`config.mk`:
```
export PLATFORM = sky130hd
export DESIGN_NAME = rx_dma_channel
export DESIGN_NICKNAME = d
export VERILOG_FILES = /design/src/verilog/rx_dma_pkg.sv /design/src/verilog/rx_byte_fifo.sv /design/src/verilog/two_entry_buffer.sv /design/src/verilog/rx_dma_channel.sv
export SDC_FILE = /design/constraint.sdc
export NUM_CORES = 1
export LEC_CHECK = 0
export BUFFER_PORTS_ARGS = -buffer_cell sky130_fd_sc_hd__clkbuf_2
export CAP_MARGIN = 10
export CELL_PAD_IN_SITES_DETAIL_PLACEMENT = 0
export CELL_PAD_IN_SITES_GLOBAL_PLACEMENT = 2
export CORE_ASPECT_RATIO = 0.9
export CORE_MARGIN = 2
export CORE_UTILIZATION = 42
export CTS_BUF_LIST = sky130_fd_sc_hd__clkbuf_8
export DETAILED_ROUTE_END_ITERATION = 8
export PLACE_DENSITY_LB_ADDON = 0.15
export SLEW_MARGIN = 25
export SYNTH_ARGS = -nofsm -noshare
export SYNTH_HDL_FRONTEND = slang
export SYNTH_SLANG_ARGS = --single-unit
export TNS_END_PERCENT = 10
```
`constraint.sdc`:
```
create_clock -name clk_i -period 3.3 [get_ports clk_i]
set_clock_uncertainty 0.1 [all_clocks]
set_input_delay 0.165 -clock clk_i [delete_from_list [all_inputs] [get_ports clk_i]]
set_output_delay 0.165 -clock clk_i [all_outputs]
set_load 0.005 [all_outputs]
```
`src/verilog/rx_dma_pkg.sv`:
```
package rx_dma_pkg;

  // ----------------------------------------------------------------------
  // timing
  // ----------------------------------------------------------------------
  localparam int CLK_PERIOD_NS = 8;
  localparam int GAP_UNIT_NS   = 8000;
  localparam int GAP_UNIT_CYC  = (GAP_UNIT_NS + CLK_PERIOD_NS - 1)
                                 / CLK_PERIOD_NS;

  // ----------------------------------------------------------------------
  // register index map (mapped_register_space)
  // ----------------------------------------------------------------------
  localparam logic [3:0] REG_CTRL   = 4'h0;
  localparam logic [3:0] REG_SEG    = 4'h1;
  localparam logic [3:0] REG_BASE   = 4'h2;
  localparam logic [3:0] REG_BOUND  = 4'h3;
  localparam logic [3:0] REG_PTR    = 4'h4;
  localparam logic [3:0] REG_BCNT   = 4'h5;
  localparam logic [3:0] REG_FCSR   = 4'h6;
  localparam logic [3:0] REG_GAP    = 4'h7;
  localparam logic [3:0] REG_GLOB   = 4'h8;
  localparam logic [3:0] REG_MATCH0 = 4'h9;
  localparam logic [3:0] REG_BCUR   = 4'hD;
  localparam int         MATCH_NUM  = 4;

  // ----------------------------------------------------------------------
  // field positions
  // ----------------------------------------------------------------------
  localparam int CTRL_MODE_LSB = 0;
  localparam int CTRL_RUN_BIT  = 2;
  localparam int CTRL_CIRC_BIT = 3;
  localparam int CTRL_IE_BIT   = 4;
  localparam int CTRL_TOIE_BIT = 5;
  localparam int FCSR_FLUSH_BIT = 0;
  localparam int PKT_CNT_W     = 14;

  // ----------------------------------------------------------------------
  // reset values
  // ----------------------------------------------------------------------
  localparam logic [7:0]  CTRL_RST  = 8'h00;
  localparam logic [7:0]  BYTE_RST  = 8'h00;
  localparam logic [15:0] WORD_RST  = 16'h0000;

  typedef enum logic [1:0] {
    MODE_CHAIN, MODE_PERIODIC, MODE_TIMEOUT, MODE_MATCH
  } mode_t;

  typedef enum logic [1:0] {HDR_IDLE, HDR_LOW, HDR_HIGH} hdr_state_t;

endpackage

```
`src/verilog/rx_byte_fifo.sv`:
```
`timescale 1ns/1ns
module rx_byte_fifo (
  input  wire logic       clk_i,
  input  wire logic       nrst_i,
  input  wire logic       flush_i,
  input  wire logic       wr_i,
  input  wire logic [7:0] wr_data_i,
  input  wire logic       rd_i,
  output logic      [7:0] rd_data_o,
  output logic            full_o,
  output logic            empty_o,
  output logic      [2:0] level_o,
  output logic      [1:0] head_o
);
  // four bytes; read data appear one cycle after rd_i
  logic [7:0] mem_reg [4];
  logic [2:0] wr_ptr_reg;
  logic [2:0] rd_ptr_reg;
  logic [7:0] rd_data_reg;

  assign level_o   = wr_ptr_reg - rd_ptr_reg;
  assign full_o    = (level_o == 3'h4);
  assign empty_o   = (level_o == 3'h0);
  assign head_o    = rd_ptr_reg[1:0];
  assign rd_data_o = rd_data_reg;

  always_ff @(posedge clk_i) begin
    if (wr_i & ~full_o) mem_reg[wr_ptr_reg[1:0]] <= wr_data_i;
  end

  always_ff @(posedge clk_i or negedge nrst_i) begin
    if (!nrst_i) begin
      wr_ptr_reg  <= 3'h0;
      rd_ptr_reg  <= 3'h0;
      rd_data_reg <= 8'h00;
    end else if (flush_i) begin
      wr_ptr_reg <= 3'h0;
      rd_ptr_reg <= 3'h0;
    end else begin
      if (wr_i & ~full_o) wr_ptr_reg <= wr_ptr_reg + 3'h1;
      if (rd_i & ~empty_o) begin
        rd_ptr_reg  <= rd_ptr_reg + 3'h1;
        rd_data_reg <= mem_reg[rd_ptr_reg[1:0]];
      end
    end
  end
endmodule

```
`src/verilog/two_entry_buffer.sv`:
```
`timescale 1ns/1ns
module two_entry_buffer #(
  parameter int WIDTH = 32
) (
  input  wire logic             clk_i,
  input  wire logic             nrst_i,
  input  wire logic             in_valid_i,
  input  wire logic [WIDTH-1:0] in_data_i,
  output logic                  in_ready_o,
  output logic                  out_valid_o,
  output logic      [WIDTH-1:0] out_data_o,
  input  wire logic             out_ready_i
);
  logic [WIDTH-1:0] slot0_reg;
  logic [WIDTH-1:0] slot1_reg;
  logic [1:0]       cnt_reg;
  wire logic        push = in_valid_i & in_ready_o;
  wire logic        pop  = out_valid_o & out_ready_i;
  wire logic [1:0]  wr_idx = cnt_reg - {1'b0, pop};

  assign in_ready_o  = (cnt_reg != 2'h2);
  assign out_valid_o = (cnt_reg != 2'h0);
  assign out_data_o  = slot0_reg;

  always_ff @(posedge clk_i or negedge nrst_i) begin
    if (!nrst_i) begin
      slot0_reg <= '0;
      slot1_reg <= '0;
      cnt_reg   <= 2'h0;
    end else begin
      if (pop) slot0_reg <= slot1_reg;
      if (push && wr_idx == 2'h0) slot0_reg <= in_data_i;
      if (push && wr_idx == 2'h1) slot1_reg <= in_data_i;
      cnt_reg <= cnt_reg + {1'b0, push} - {1'b0, pop};
    end
  end
endmodule

```
`src/verilog/rx_dma_channel.sv`:
```
`timescale 1ns/1ns
module rx_dma_channel
  import rx_dma_pkg::*;
#(
  parameter logic [2:0] CHAN_IDX = 3'h0
) (
  input  wire logic        clk_i,
  input  wire logic        nrst_i,
  input  wire logic [3:0]  reg_addr_i,
  input  wire logic        reg_wr_i,
  input  wire logic        reg_rd_i,
  input  wire logic [15:0] reg_wdata_i,
  output logic      [15:0] reg_rdata_o,
  input  wire logic        autobaud_start_i,
  input  wire logic        rx_valid_i,
  input  wire logic [7:0]  rx_data_i,
  output logic             rx_ready_o,
  input  wire logic        pkt_end_i,
  input  wire logic        pkt_abort_i,
  input  wire logic        pkt_crc_err_i,
  output logic             mem_valid_o,
  output logic      [23:0] mem_addr_o,
  output logic      [7:0]  mem_data_o,
  input  wire logic        mem_ready_i,
  output logic             irq_o
);

  function automatic logic hit(input logic [3:0] a, input logic [3:0] idx);
    return a == idx;
  endfunction

  // ----------------------------------------------------------------------
  // state
  // ----------------------------------------------------------------------
  logic [7:0]       ctrl_reg;
  logic [7:0]       seg_reg;
  logic [7:0]       base_reg;
  logic [7:0]       bound_reg;
  logic [15:0]      ptr_reg;
  logic [15:0]      bcnt_reg;
  logic [15:0]      bcur_reg;
  logic [7:0]       gap_preset_reg;
  logic [7:0]       gap_cnt_reg;
  logic             gap_armed_reg;
  logic [9:0]       unit_cnt_reg;
  logic [15:0]      glob_reg;
  logic [7:0]       match_reg [MATCH_NUM];
  logic [15:0]      rdata_reg;
  logic [PKT_CNT_W-1:0] pkt_cnt_reg;
  logic [1:0]       pkt_stat_reg;
  logic             pkt_pend_reg;
  hdr_state_t       hdr_state_reg;
  logic             stage_valid_reg;
  logic             irq_reg;

  // ----------------------------------------------------------------------
  // register decode
  // ----------------------------------------------------------------------
  wire logic wr_ctrl  = reg_wr_i & hit(reg_addr_i, REG_CTRL);
  wire logic wr_seg   = reg_wr_i & hit(reg_addr_i, REG_SEG);
  wire logic wr_base  = reg_wr_i & hit(reg_addr_i, REG_BASE);
  wire logic wr_bound = reg_wr_i & hit(reg_addr_i, REG_BOUND);
  wire logic wr_ptr   = reg_wr_i & hit(reg_addr_i, REG_PTR);
  wire logic wr_bcnt  = reg_wr_i & hit(reg_addr_i, REG_BCNT);
  wire logic wr_fcsr  = reg_wr_i & hit(reg_addr_i, REG_FCSR);
  wire logic wr_gap   = reg_wr_i & hit(reg_addr_i, REG_GAP);
  wire logic wr_glob  = reg_wr_i & hit(reg_addr_i, REG_GLOB);
  wire logic wr_bcur  = reg_wr_i & hit(reg_addr_i, REG_BCUR);

  wire mode_t mode    = mode_t'(ctrl_reg[CTRL_MODE_LSB +: 2]);
  wire logic  run     = ctrl_reg[CTRL_RUN_BIT];
  wire logic  circ    = ctrl_reg[CTRL_CIRC_BIT];
  wire logic  flush   = wr_fcsr & reg_wdata_i[FCSR_FLUSH_BIT];

  // ----------------------------------------------------------------------
  // receive side and FIFO
  // ----------------------------------------------------------------------
  logic [7:0] fifo_rdata;
  logic       fifo_full;
  logic       fifo_empty;
  logic [2:0] fifo_level;
  logic [1:0] fifo_head;
  logic       buf_in_ready;

  // new characters are held off while a packet trailer is pending so
  // the next packet cannot overtake it
  assign rx_ready_o = run & ~fifo_full & ~pkt_pend_reg;
  wire logic rx_fire = rx_valid_i & rx_ready_o;

  wire logic hdr_busy  = (hdr_state_reg != HDR_IDLE);
  wire logic data_take = stage_valid_reg & buf_in_ready & ~hdr_busy;
  wire logic hdr_take  = hdr_busy & buf_in_ready;
  wire logic take      = data_take | hdr_take;
  wire logic fifo_rd   = ~fifo_empty & (~stage_valid_reg | data_take);

  rx_byte_fifo u_fifo (
    .clk_i     (clk_i),
    .nrst_i    (nrst_i),
    .flush_i   (flush),
    .wr_i      (rx_fire),
    .wr_data_i (rx_data_i),
    .rd_i      (fifo_rd),
    .rd_data_o (fifo_rdata),
    .full_o    (fifo_full),
    .empty_o   (fifo_empty),
    .level_o   (fifo_level),
    .head_o    (fifo_head)
  );

  // ----------------------------------------------------------------------
  // addressing
  // ----------------------------------------------------------------------
  wire logic [15:0] ptr_inc  = ptr_reg + 16'h0001;
  wire logic        wrap_hit = circ & (ptr_inc == {bound_reg, 8'h00});
  wire logic [15:0] ptr_adv  = wrap_hit ? {base_reg, 8'h00}
                                        : ptr_inc;
  wire logic [23:0] dma_addr = {seg_reg, ptr_reg};

  wire logic [7:0] hdr_low  = pkt_cnt_reg[7:0];
  wire logic [7:0] hdr_high = {pkt_stat_reg, pkt_cnt_reg[13:8]};
  wire logic [7:0] out_byte = (hdr_state_reg == HDR_LOW)  ? hdr_low  :
                              (hdr_state_reg == HDR_HIGH) ? hdr_high :
                              fifo_rdata;

  two_entry_buffer #(.WIDTH(32)) u_buf (
    .clk_i       (clk_i),
    .nrst_i      (nrst_i),
    .in_valid_i  ((stage_valid_reg & ~hdr_busy) | hdr_busy),
    .in_data_i   ({dma_addr, out_byte}),
    .in_ready_o  (buf_in_ready),
    .out_valid_o (mem_valid_o),
    .out_data_o  ({mem_addr_o, mem_data_o}),
    .out_ready_i (mem_ready_i)
  );

  // ----------------------------------------------------------------------
  // mode events
  // ----------------------------------------------------------------------
  logic [MATCH_NUM-1:0] match_vec;
  genvar gi;
  generate
    for (gi = 0; gi < MATCH_NUM; gi++) begin : g_match
      wire logic wr_m = reg_wr_i & hit(reg_addr_i, REG_MATCH0 + 4'(gi));
      assign match_vec[gi] = (fifo_rdata == match_reg[gi]);
      always_ff @(posedge clk_i or negedge nrst_i) begin
        if (!nrst_i) match_reg[gi] <= BYTE_RST;
        else if (wr_m) match_reg[gi] <= reg_wdata_i[7:0];
      end
    end
  endgenerate

  wire logic ev_match = (mode == MODE_MATCH) & data_take
                        & (|match_vec);
  wire logic per_step = (mode == MODE_PERIODIC) & data_take;
  wire logic per_wrap = per_step & (bcur_reg <= 16'h0001);
  wire logic ev_pkt   = (hdr_state_reg == HDR_HIGH) & hdr_take;
  wire logic unit_tick = (unit_cnt_reg == 10'(GAP_UNIT_CYC - 1));
  wire logic gap_on   = run & (mode == MODE_TIMEOUT);
  wire logic ev_gap   = gap_on & gap_armed_reg & unit_tick & ~rx_fire
                        & (gap_cnt_reg <= 8'h01);
  wire logic pkt_take = run & (mode == MODE_CHAIN) & pkt_end_i
                        & ~pkt_pend_reg;

  wire logic [3:0]  ev_idx = {CHAN_IDX, 1'b0};
  wire logic [3:0]  to_idx = {CHAN_IDX, 1'b1};
  wire logic [15:0] set_vec =
    ((ev_pkt | per_wrap | ev_match) ? (16'h0001 << ev_idx) : 16'h0000) |
    (ev_gap ? (16'h0001 << to_idx) : 16'h0000);
  wire logic [15:0] clr_vec = wr_glob ? reg_wdata_i : 16'h0000;

  // ----------------------------------------------------------------------
  // register file and datapath state
  // ----------------------------------------------------------------------
  always_ff @(posedge clk_i or negedge nrst_i) begin
    if (!nrst_i) begin
      ctrl_reg <= CTRL_RST;
      seg_reg  <= BYTE_RST;
      base_reg <= BYTE_RST;
      bound_reg <= BYTE_RST;
      gap_preset_reg <= BYTE_RST;
    end else begin
      if (wr_ctrl) ctrl_reg <= reg_wdata_i[7:0];
      if (autobaud_start_i) ctrl_reg[CTRL_RUN_BIT] <= 1'b1;
      if (wr_seg) seg_reg <= reg_wdata_i[7:0];
      if (wr_base) base_reg <= reg_wdata_i[7:0];
      if (wr_bound) bound_reg <= reg_wdata_i[7:0];
      if (wr_gap) gap_preset_reg <= reg_wdata_i[7:0];
    end
  end

  always_ff @(posedge clk_i or negedge nrst_i) begin
    if (!nrst_i) ptr_reg <= WORD_RST;
    else if (wr_ptr) ptr_reg <= reg_wdata_i;
    else if (take) ptr_reg <= ptr_adv;
  end

  always_ff @(posedge clk_i or negedge nrst_i) begin
    if (!nrst_i) begin
      bcnt_reg <= WORD_RST;
      bcur_reg <= WORD_RST;
    end else begin
      if (wr_bcnt) bcnt_reg <= reg_wdata_i;
      if (wr_bcnt | wr_bcur) bcur_reg <= reg_wdata_i;
      else if (per_wrap) bcur_reg <= bcnt_reg;
      else if (per_step) bcur_reg <= bcur_reg - 16'h0001;
    end
  end

  always_ff @(posedge clk_i or negedge nrst_i) begin
    if (!nrst_i) unit_cnt_reg <= 10'h000;
    else if (unit_tick) unit_cnt_reg <= 10'h000;
    else unit_cnt_reg <= unit_cnt_reg + 10'h001;
  end

  always_ff @(posedge clk_i or negedge nrst_i) begin
    if (!nrst_i) begin
      gap_cnt_reg   <= BYTE_RST;
      gap_armed_reg <= 1'b0;
    end else if (!gap_on) begin
      gap_armed_reg <= 1'b0;
    end else if (rx_fire) begin
      gap_cnt_reg   <= gap_preset_reg;
      gap_armed_reg <= 1'b1;
    end else if (ev_gap) begin
      gap_cnt_reg   <= 8'h00;
      gap_armed_reg <= 1'b0;
    end else if (gap_armed_reg & unit_tick) begin
      gap_cnt_reg   <= gap_cnt_reg - 8'h01;
    end
  end

  // set wins over a software clear in the same cycle
  always_ff @(posedge clk_i or negedge nrst_i) begin
    if (!nrst_i) glob_reg <= WORD_RST;
    else glob_reg <= (glob_reg & ~clr_vec) | set_vec;
  end

  always_ff @(posedge clk_i or negedge nrst_i) begin
    if (!nrst_i) irq_reg <= 1'b0;
    else irq_reg <= (glob_reg[ev_idx] & ctrl_reg[CTRL_IE_BIT])
                  | (glob_reg[to_idx] & ctrl_reg[CTRL_TOIE_BIT]);
  end
  assign irq_o = irq_reg;

  // ----------------------------------------------------------------------
  // packet trailer sequencer
  // ----------------------------------------------------------------------
  wire logic hdr_go = pkt_pend_reg & ~hdr_busy & fifo_empty
                      & ~stage_valid_reg;

  always_ff @(posedge clk_i or negedge nrst_i) begin
    if (!nrst_i) begin
      hdr_state_reg <= HDR_IDLE;
      pkt_pend_reg  <= 1'b0;
      pkt_stat_reg  <= 2'h0;
      pkt_cnt_reg   <= '0;
    end else begin
      if (pkt_take) begin
        pkt_pend_reg <= 1'b1;
        pkt_stat_reg <= {pkt_abort_i, pkt_crc_err_i};
      end
      if (data_take & (mode == MODE_CHAIN))
        pkt_cnt_reg <= pkt_cnt_reg + 14'h0001;
      case (hdr_state_reg)
        HDR_IDLE: if (hdr_go) hdr_state_reg <= HDR_LOW;
        HDR_LOW:  if (hdr_take) hdr_state_reg <= HDR_HIGH;
        HDR_HIGH: begin
          if (hdr_take) begin
            hdr_state_reg <= HDR_IDLE;
            pkt_pend_reg  <= 1'b0;
            pkt_cnt_reg   <= '0;
          end
        end
        default: hdr_state_reg <= HDR_IDLE;
      endcase
    end
  end

  always_ff @(posedge clk_i or negedge nrst_i) begin
    if (!nrst_i) stage_valid_reg <= 1'b0;
    else if (flush) stage_valid_reg <= 1'b0;
    else stage_valid_reg <= fifo_rd | (stage_valid_reg & ~data_take);
  end

  // ----------------------------------------------------------------------
  // read back
  // ----------------------------------------------------------------------
  wire logic [15:0] fcsr_view = {9'h000, fifo_level, fifo_head,
                                 fifo_full, fifo_empty};
  wire logic [15:0] rd_mux =
    hit(reg_addr_i, REG_CTRL)  ? {8'h00, ctrl_reg}       :
    hit(reg_addr_i, REG_SEG)   ? {8'h00, seg_reg}        :
    hit(reg_addr_i, REG_BASE)  ? {8'h00, base_reg}       :
    hit(reg_addr_i, REG_BOUND) ? {8'h00, bound_reg}      :
    hit(reg_addr_i, REG_PTR)   ? ptr_reg                 :
    hit(reg_addr_i, REG_BCNT)  ? bcnt_reg                :
    hit(reg_addr_i, REG_FCSR)  ? fcsr_view               :
    hit(reg_addr_i, REG_GAP)   ? {8'h00, gap_preset_reg} :
    hit(reg_addr_i, REG_GLOB)  ? glob_reg                :
    hit(reg_addr_i, REG_BCUR)  ? bcur_reg                :
    (reg_addr_i >= REG_MATCH0 && reg_addr_i < REG_BCUR)
      ? {8'h00, match_reg[2'(reg_addr_i - REG_MATCH0)]} : 16'h0000;

  always_ff @(posedge clk_i or negedge nrst_i) begin
    if (!nrst_i) rdata_reg <= WORD_RST;
    else if (reg_rd_i) rdata_reg <= rd_mux;
  end
  assign reg_rdata_o = rdata_reg;
endmodule

```
==> reports/qor.csv, run 1 <==
stage;metric;value;unit
critical_path;worst-path-max-fanout;12;
timing;hold_violations;0;
critical_path;start_kind;flop;
finish;nFillCells;3466;
die;coreArea;0.0370;mm²
cts;ctsResizeCount;0;
timing;drv_slew;0;
drt;drt_iter0_drc;843;
logic_synthesis;netlist_area;0.0156;mm²
logic_synthesis;synth_xor_area_frac;0.0494;
die;io_pins;89;
finish;layout_common_cells;dfrtp_1, nor2_1, mux2_2;
critical_path;worstPathArrival;3440;ps
cts;cts_setup_buffers;0;
cts;cts_tree;done;
place;io_buffers;88;
logic_synthesis;synth-simple-area-share;0.127;
cts;htreeDepth;2;
finish;finish.utilization;0.485;
drt;vias;11670;
cts;cts-root-buf;clkbuf_8;
place;place_congestion;0.857;
logic_synthesis;syn_area_per_cell;10.8;µm²
drt;vias_per_cell;5.62;
finish;drive_gt1_frac;0.229;
drt;first_pass_iters;5;
timing;setup_viol;0;
critical_path;end_kind;flop;
cts;numCtsBuffers;53;
logic_synthesis;synth-seq-cells;304;
finish;syn_to_final_growth;14.7;%
logic_synthesis;synth_edf_count;32;
logic_synthesis;synthMuxAreaShare;0.142;
finish;num_antenna_cells;0;
timing;slew_headroom;0.443;
finish;nNetsFinal;1623;
logic_synthesis;synth_compound_area_frac;0.134;
global_route;grt_max_degree;99;
logic_synthesis;synth_nets;1508;
drt;wire_per_inst;21.5;µm
logic_synthesis;synthArstFlopShare;0.895;
logic_synthesis;synth_fa_ha_area_frac;0.0173;
drt;drtAntennaViolNets;0;
global_route;grt.total_usage;0.234;
die;dieHeight;187;µm
timing;max_freq;327;MHz
power_and_ir_drop;ir_drop;0.388;mV
timing;finalCritPeriodShare;0.928;
critical_path;crit_type;flop to flop;
logic_synthesis;synth_top_family_by_area;multiplexers;
timing;setup_tns;0;ps
hold_path;hold_path.class;input port to async pin;
timing;fin_crit;3060;ps
global_route;grt_pass1_vias;11606;
cts;clock_path_buffers;3;
global_route;gr-total-overflow;0;
global_route;antenna_found_initial;2;
run_status;status;finished clean;
logic_synthesis;ys.warnings.count;0;
die;die_area;0.0388;mm²
die;start_util;0.423;
power_and_ir_drop;p_leak;7.71;nW
drt;routed_wl;44700;µm
cts;holdBufCountCts;34;
die;die_w;207;µm
cts;clock_sinks;304;
logic_synthesis;synthDistinctLibCells;84;
logic_synthesis;yosysTopAreaCellShare;0.435;
flow_run;max-cap-violations;0;
finish;layout_commonest_cell;dfrtp_1;
logic_synthesis;yosysSeqAreaShare;0.497;
logic_synthesis;synth_largest_area_cell;dfrtp_1;
cts;clk_latency;640;ps
drt;drc;0;
place;dp_hpwl;31300;µm
critical_path;critPathRequiredTime;3680;ps
power_and_ir_drop;p_per_area;800;mW/mm²
logic_synthesis;synthTopCellsByArea;dfrtp_1, mux2_2, edfxtp_1;
logic_synthesis;synth_cells;1449;
timing;timing.hold.ws;72.1;ps
timing;worst_pin_slew;834;ps
timing;grt_setup_unrepaired;no;
die;rows;67;
cts;clkTransAtPathRegs;60;ps
global_route;grt_first_pass_wirelength;70700;µm
logic_synthesis;ys.flop_type;dfrtp_1;
[kinds of logic after synthesis]
group           count (synthesis)
fa+ha+maj                      21
compound gates                330
flops                         304
simple gates                  399
xor+xnor                       84
mux                           186
buf+inv                       125
[layout make-up]
type,instances,area [µm²],area share
clock inverter,25,133,0.00739
timing repair buffer,164,1160,0.0644
sequential,304,7770,0.433
inverter,21,78.8,0.00439
clock buffer,61,840,0.0468
tap,483,604,0.0337
multi-input combinational,1020,7360,0.410
[per-layer routing]
metal,share of wire,up-vias,GRT usage
li1,-,5514,-
met1,0.49,5776,0.347
met2,0.43,297,0.348
met3,0.054,79,0.0485
met4,0.021,4,0.0618
met5,0.00054,-,0
[worst max-delay path, stage by stage, from the launching register on]
cell and delay (ps):
dfrtp_1 400, inv_1 100, ha_1 200, fa_1 380, xor3_1 270, a311oi_2 600
nand2_1 230, a21o_1 330, a211oi_1 270, a21oi_1 60
[worst paths after layout]
check	slack (ps)	endpoint	from	cells past startpoint
worst max-delay path	240	gap_cnt_reg[0]	u_fifo.wr_ptr_reg[0]	9
worst min-delay path	70	u_buf.out_data_o[4]	nrst_i	2
worst max register to register	240	gap_cnt_reg[0]	u_fifo.wr_ptr_reg[0]	9
worst min register to register	380	unit_cnt_reg[0]	unit_cnt_reg[0]	1
max in group asynchronous	2070	reg_rdata_o[8]	nrst_i	4
min in group clk_i	90	u_buf.cnt_reg[1]	mem_ready_i	6
[cell usage after synthesis (12+ instances only)]
cell type / n
a21boi_0: 14
mux4_2: 16
ha_1: 20
a31oi_1: 14
nand4_1: 16
nor2b_1: 15
a211oi_1: 15
nor3_1: 19
and3_1: 31
edfxtp_1: 32
o21ai_0: 54
clkbuf_1: 70
mux2i_1: 42
xnor2_1: 45
o21ai_1: 12
a21oi_1: 116
buf_2: 19
xor2_1: 36
nand2_1: 96
dfrtp_1: 272
mux2_2: 127
nor2_1: 128
inv_1: 20
nand3_1: 35
[metrics by stage]
stage | area (µm²) | setup WS (ps) | total power (W) | std cells
after floorplan | 15600 | 306 | 0.00942 | 1449
after global placement | 16600 | 390 | 0.0110 | 1958
after detailed placement | 16600 | 273 | 0.0111 | 1958
after CTS | 17900 | 235 | 0.0145 | 2078
after global routing | 17900 | 1.62 | 0.0154 | 2078
final | 17900 | 238 | 0.0144 | 2078
[power breakdown]
part           switching [W]  internal (W)
Clock                0.00154       0.00174
Combinational        0.00258       0.00246
Sequential           0.00121       0.00483
Total                0.00532       0.00903
(Power assumes the default switching activity.)
==> run 2: changes to the inputs <==
--- a/config.mk
+++ b/config.mk
@@ -7,11 +7,9 @@
 export LEC_CHECK = 0
 export BUFFER_PORTS_ARGS = -buffer_cell sky130_fd_sc_hd__clkbuf_2
 export CAP_MARGIN = 10
-export CELL_PAD_IN_SITES_DETAIL_PLACEMENT = 0
-export CELL_PAD_IN_SITES_GLOBAL_PLACEMENT = 2
 export CORE_ASPECT_RATIO = 0.9
 export CORE_MARGIN = 2
-export CORE_UTILIZATION = 42
+export CORE_UTILIZATION = 64
 export CTS_BUF_LIST = sky130_fd_sc_hd__clkbuf_8
 export DETAILED_ROUTE_END_ITERATION = 8
 export PLACE_DENSITY_LB_ADDON = 0.15
@@ -19,4 +17,3 @@
 export SYNTH_ARGS = -nofsm -noshare
 export SYNTH_HDL_FRONTEND = slang
 export SYNTH_SLANG_ARGS = --single-unit
-export TNS_END_PERCENT = 10
==> run 2 against run 1 <==
  * Combinational power is 0.8% lower
  * Sequential cell count is the same
  * Setup slack got worse by 7.0 ps
  * Critical path type unchanged
  * Sequential share of layout area grew 0.85 points
  * Total power decreased by 0.86%
  * Largest cell class unchanged
  * Critical path depth fell by 1
  * Core utilization grew 24 points
  * Hold slack got worse by 25 ps
  * Sequential power is essentially flat
==> reports/qor.csv, run 2 (synthesis results as in run 1) <==
stage;metric;value;unit
global_route;gr-total-overflow;0;
power_and_ir_drop;power_frac_seq;0.425;
drt;routed_wl;40300;µm
finish;final_cells;1889;
power_and_ir_drop;switching_share;0.367;
hold_path;hp-start;reg_wdata_i[7];
timing;setup_viol;0;
timing;slew_headroom;0.452;
timing;drv_slew;0;
critical_path;crit_type;flop to flop;
die;dieHeight;152;µm
finish;regArea;0.00777;mm²
power_and_ir_drop;p_per_area;809;mW/mm²
drt;vias;12012;
timing;worst_pin_slew;822;ps
die;die_area;0.0257;mm²
global_route;grt.total_usage;0.318;
hold_path;hold_end;ptr_reg[7];
die;io_pins;89;
global_route;antenna_found_initial;1;
place;dp_hpwl;27800;µm
power_and_ir_drop;pwr-share-clk;0.223;
critical_path;start_kind;flop;
timing;max_freq;326;MHz
finish;layout_commonest_cell;dfrtp_1;
critical_path;worst-path-max-fanout;10;
cts;cts_setup_buffers;0;
critical_path;worstPathArrival;3430;ps
global_route;grt_first_pass_wirelength;64600;µm
finish;multi_input_area;0.00737;mm²
drt;drt_iter0_drc;1159;
global_route;grt_max_degree;102;
cts;clk_latency;570;ps
cts;numCtsBuffers;49;
hold_path;hold_path.class;input port to flop;
timing;hold_violations;0;
cts;cts_tree;done;
finish;stdcell_area;0.0176;mm²
critical_path;cp_cell_sequence;ha_1 -> nand2_1 -> or4b_4 -> xnor2_1 -> o211ai_2 -> nor4b_4 -> o21ai_1 -> o21a_1;
global_route;grt_pass1_vias;11708;
cts;clock_sinks;304;
drt;drc;0;
place;dp_slack;220;ps
drt;first_pass_iters;6;
drt;wire_per_inst;21.4;µm
power_and_ir_drop;ir_drop;0.401;mV
timing;finalCritPeriodShare;0.930;
cts;clkTransAtPathRegs;60;ps
finish;layout_common_cells;dfrtp_1, nor2_1, mux2_2;
critical_path;end_kind;flop;
cts;htreeDepth;2;
finish;drive_gt1_frac;0.225;
critical_path;critical-path-slowest-cell;nor4b_4;
critical_path;rr_endpoint;ptr_reg[1];
critical_path;crit_family;simple AND/OR/NAND/NOR gates;
finish;nFillCells;1691;
die;die_w;169;µm
drt;vias_per_cell;6.36;
timing;setup_tns;0;ps
critical_path;r2r_slack;230;ps
timing;setup_ws;231;ps
timing;grt_setup_unrepaired;no;
power_and_ir_drop;p_int;0.00900;W
place;io_buffers;88;
critical_path;ff2ff_path_depth;8;
flow_run;max-cap-violations;0;
power_and_ir_drop;switchingPower;0.00523;W
power_and_ir_drop;power_frac_comb;0.352;
drt;drtAntennaViolNets;0;
die;start_util;0.648;
hold_path;holdPathStages;3;
finish;nNetsFinal;1601;
finish;syn_to_final_growth;12.5;%
place;place_congestion;0.942;
die;rows;54;
critical_path;crit_path_max_incr_delay;590;ps
critical_path;crit_buf_inv;0;
cts;cts-root-buf;clkbuf_8;
timing;fin_crit;3070;ps
critical_path;critPathRequiredTime;3660;ps
cts;clock_path_buffers;3;
place;dp_cells;1773;
run_status;status;finished clean;
power_and_ir_drop;power;0.0142;W
critical_path;reg2reg_from;ptr_reg[0];
power_and_ir_drop;p_leak;7.66;nW
die;coreArea;0.0241;mm²
place;placed_cell_area;0.0163;mm²
run 2: cell type report:
class / count / area share
clock buffer: 64 / 0.0501
timing repair buffer: 146 / 0.0569
multi-input combinational: 1020 / 0.419
inverter: 21 / 0.00448
sequential: 304 / 0.442
clock inverter: 25 / 0.00597
antenna: 1 / 0.000142
tap: 308 / 0.0219
run 2: worst register-to-register path: stages, from the launching register on:
cell	delay, ps
dfrtp_1	540
ha_1	320
nand2_1	150
or4b_4	580
xnor2_1	240
o211ai_2	170
nor4b_4	590
o21ai_1	150
o21a_1	120
run 2: power by group through the flow:
| stage | clock network (W) | logic, W | registers [W] |
|---|---|---|---|
| global placement | 0 | 0.00473 | 0.00601 |
| CTS | 0.00323 | 0.00496 | 0.00600 |
| detailed placement | 0 | 0.00489 | 0.00607 |
| global route | 0.00339 | 0.00551 | 0.00618 |
| floorplan | 0 | 0.00400 | 0.00542 |
| finish | 0.00318 | 0.00500 | 0.00605 |
run 2: per-stage QoR:
| step | util | hold WS [ps] |
|---|---|---|
| 6_report | 0.729 | 46.9 |
| 2_1_floorplan | - | -231 |
| 3_3_place_gp | 0.677 | 166 |
| 4_1_cts | 0.729 | 20.7 |
| 3_5_place_dp | 0.677 | 170 |
| 5_1_grt | 0.729 | 53.8 |
run 2: worst max path at each step:
stage	cells after the start	from	end
3_5_place_dp	9	u_fifo.wr_ptr_reg[0]	gap_cnt_reg[0]
6_report	8	ptr_reg[0]	ptr_reg[1]
3_3_place_gp	9	u_fifo.wr_ptr_reg[0]	gap_cnt_reg[0]
2_1_floorplan	10	u_buf.cnt_reg[1]	u_buf.slot1_reg[0]
5_1_grt	10	u_fifo.wr_ptr_reg[0]	gap_cnt_reg[4]
4_1_cts	9	u_fifo.wr_ptr_reg[0]	gap_cnt_reg[0]
run 2: repair_timing:
action	4_1_cts	5_1_grt
hold buffers	26	0
gates resized for setup	0	1
endpoints found under the setup margin	0	4
endpoints found under the hold margin	175	0
run 2: routing by layer:
layer	track usage	wire [µm]
met1	0.470	17700
met2	0.474	18000
met3	0.0647	3590
met4	0.106	1080
met5	0	0
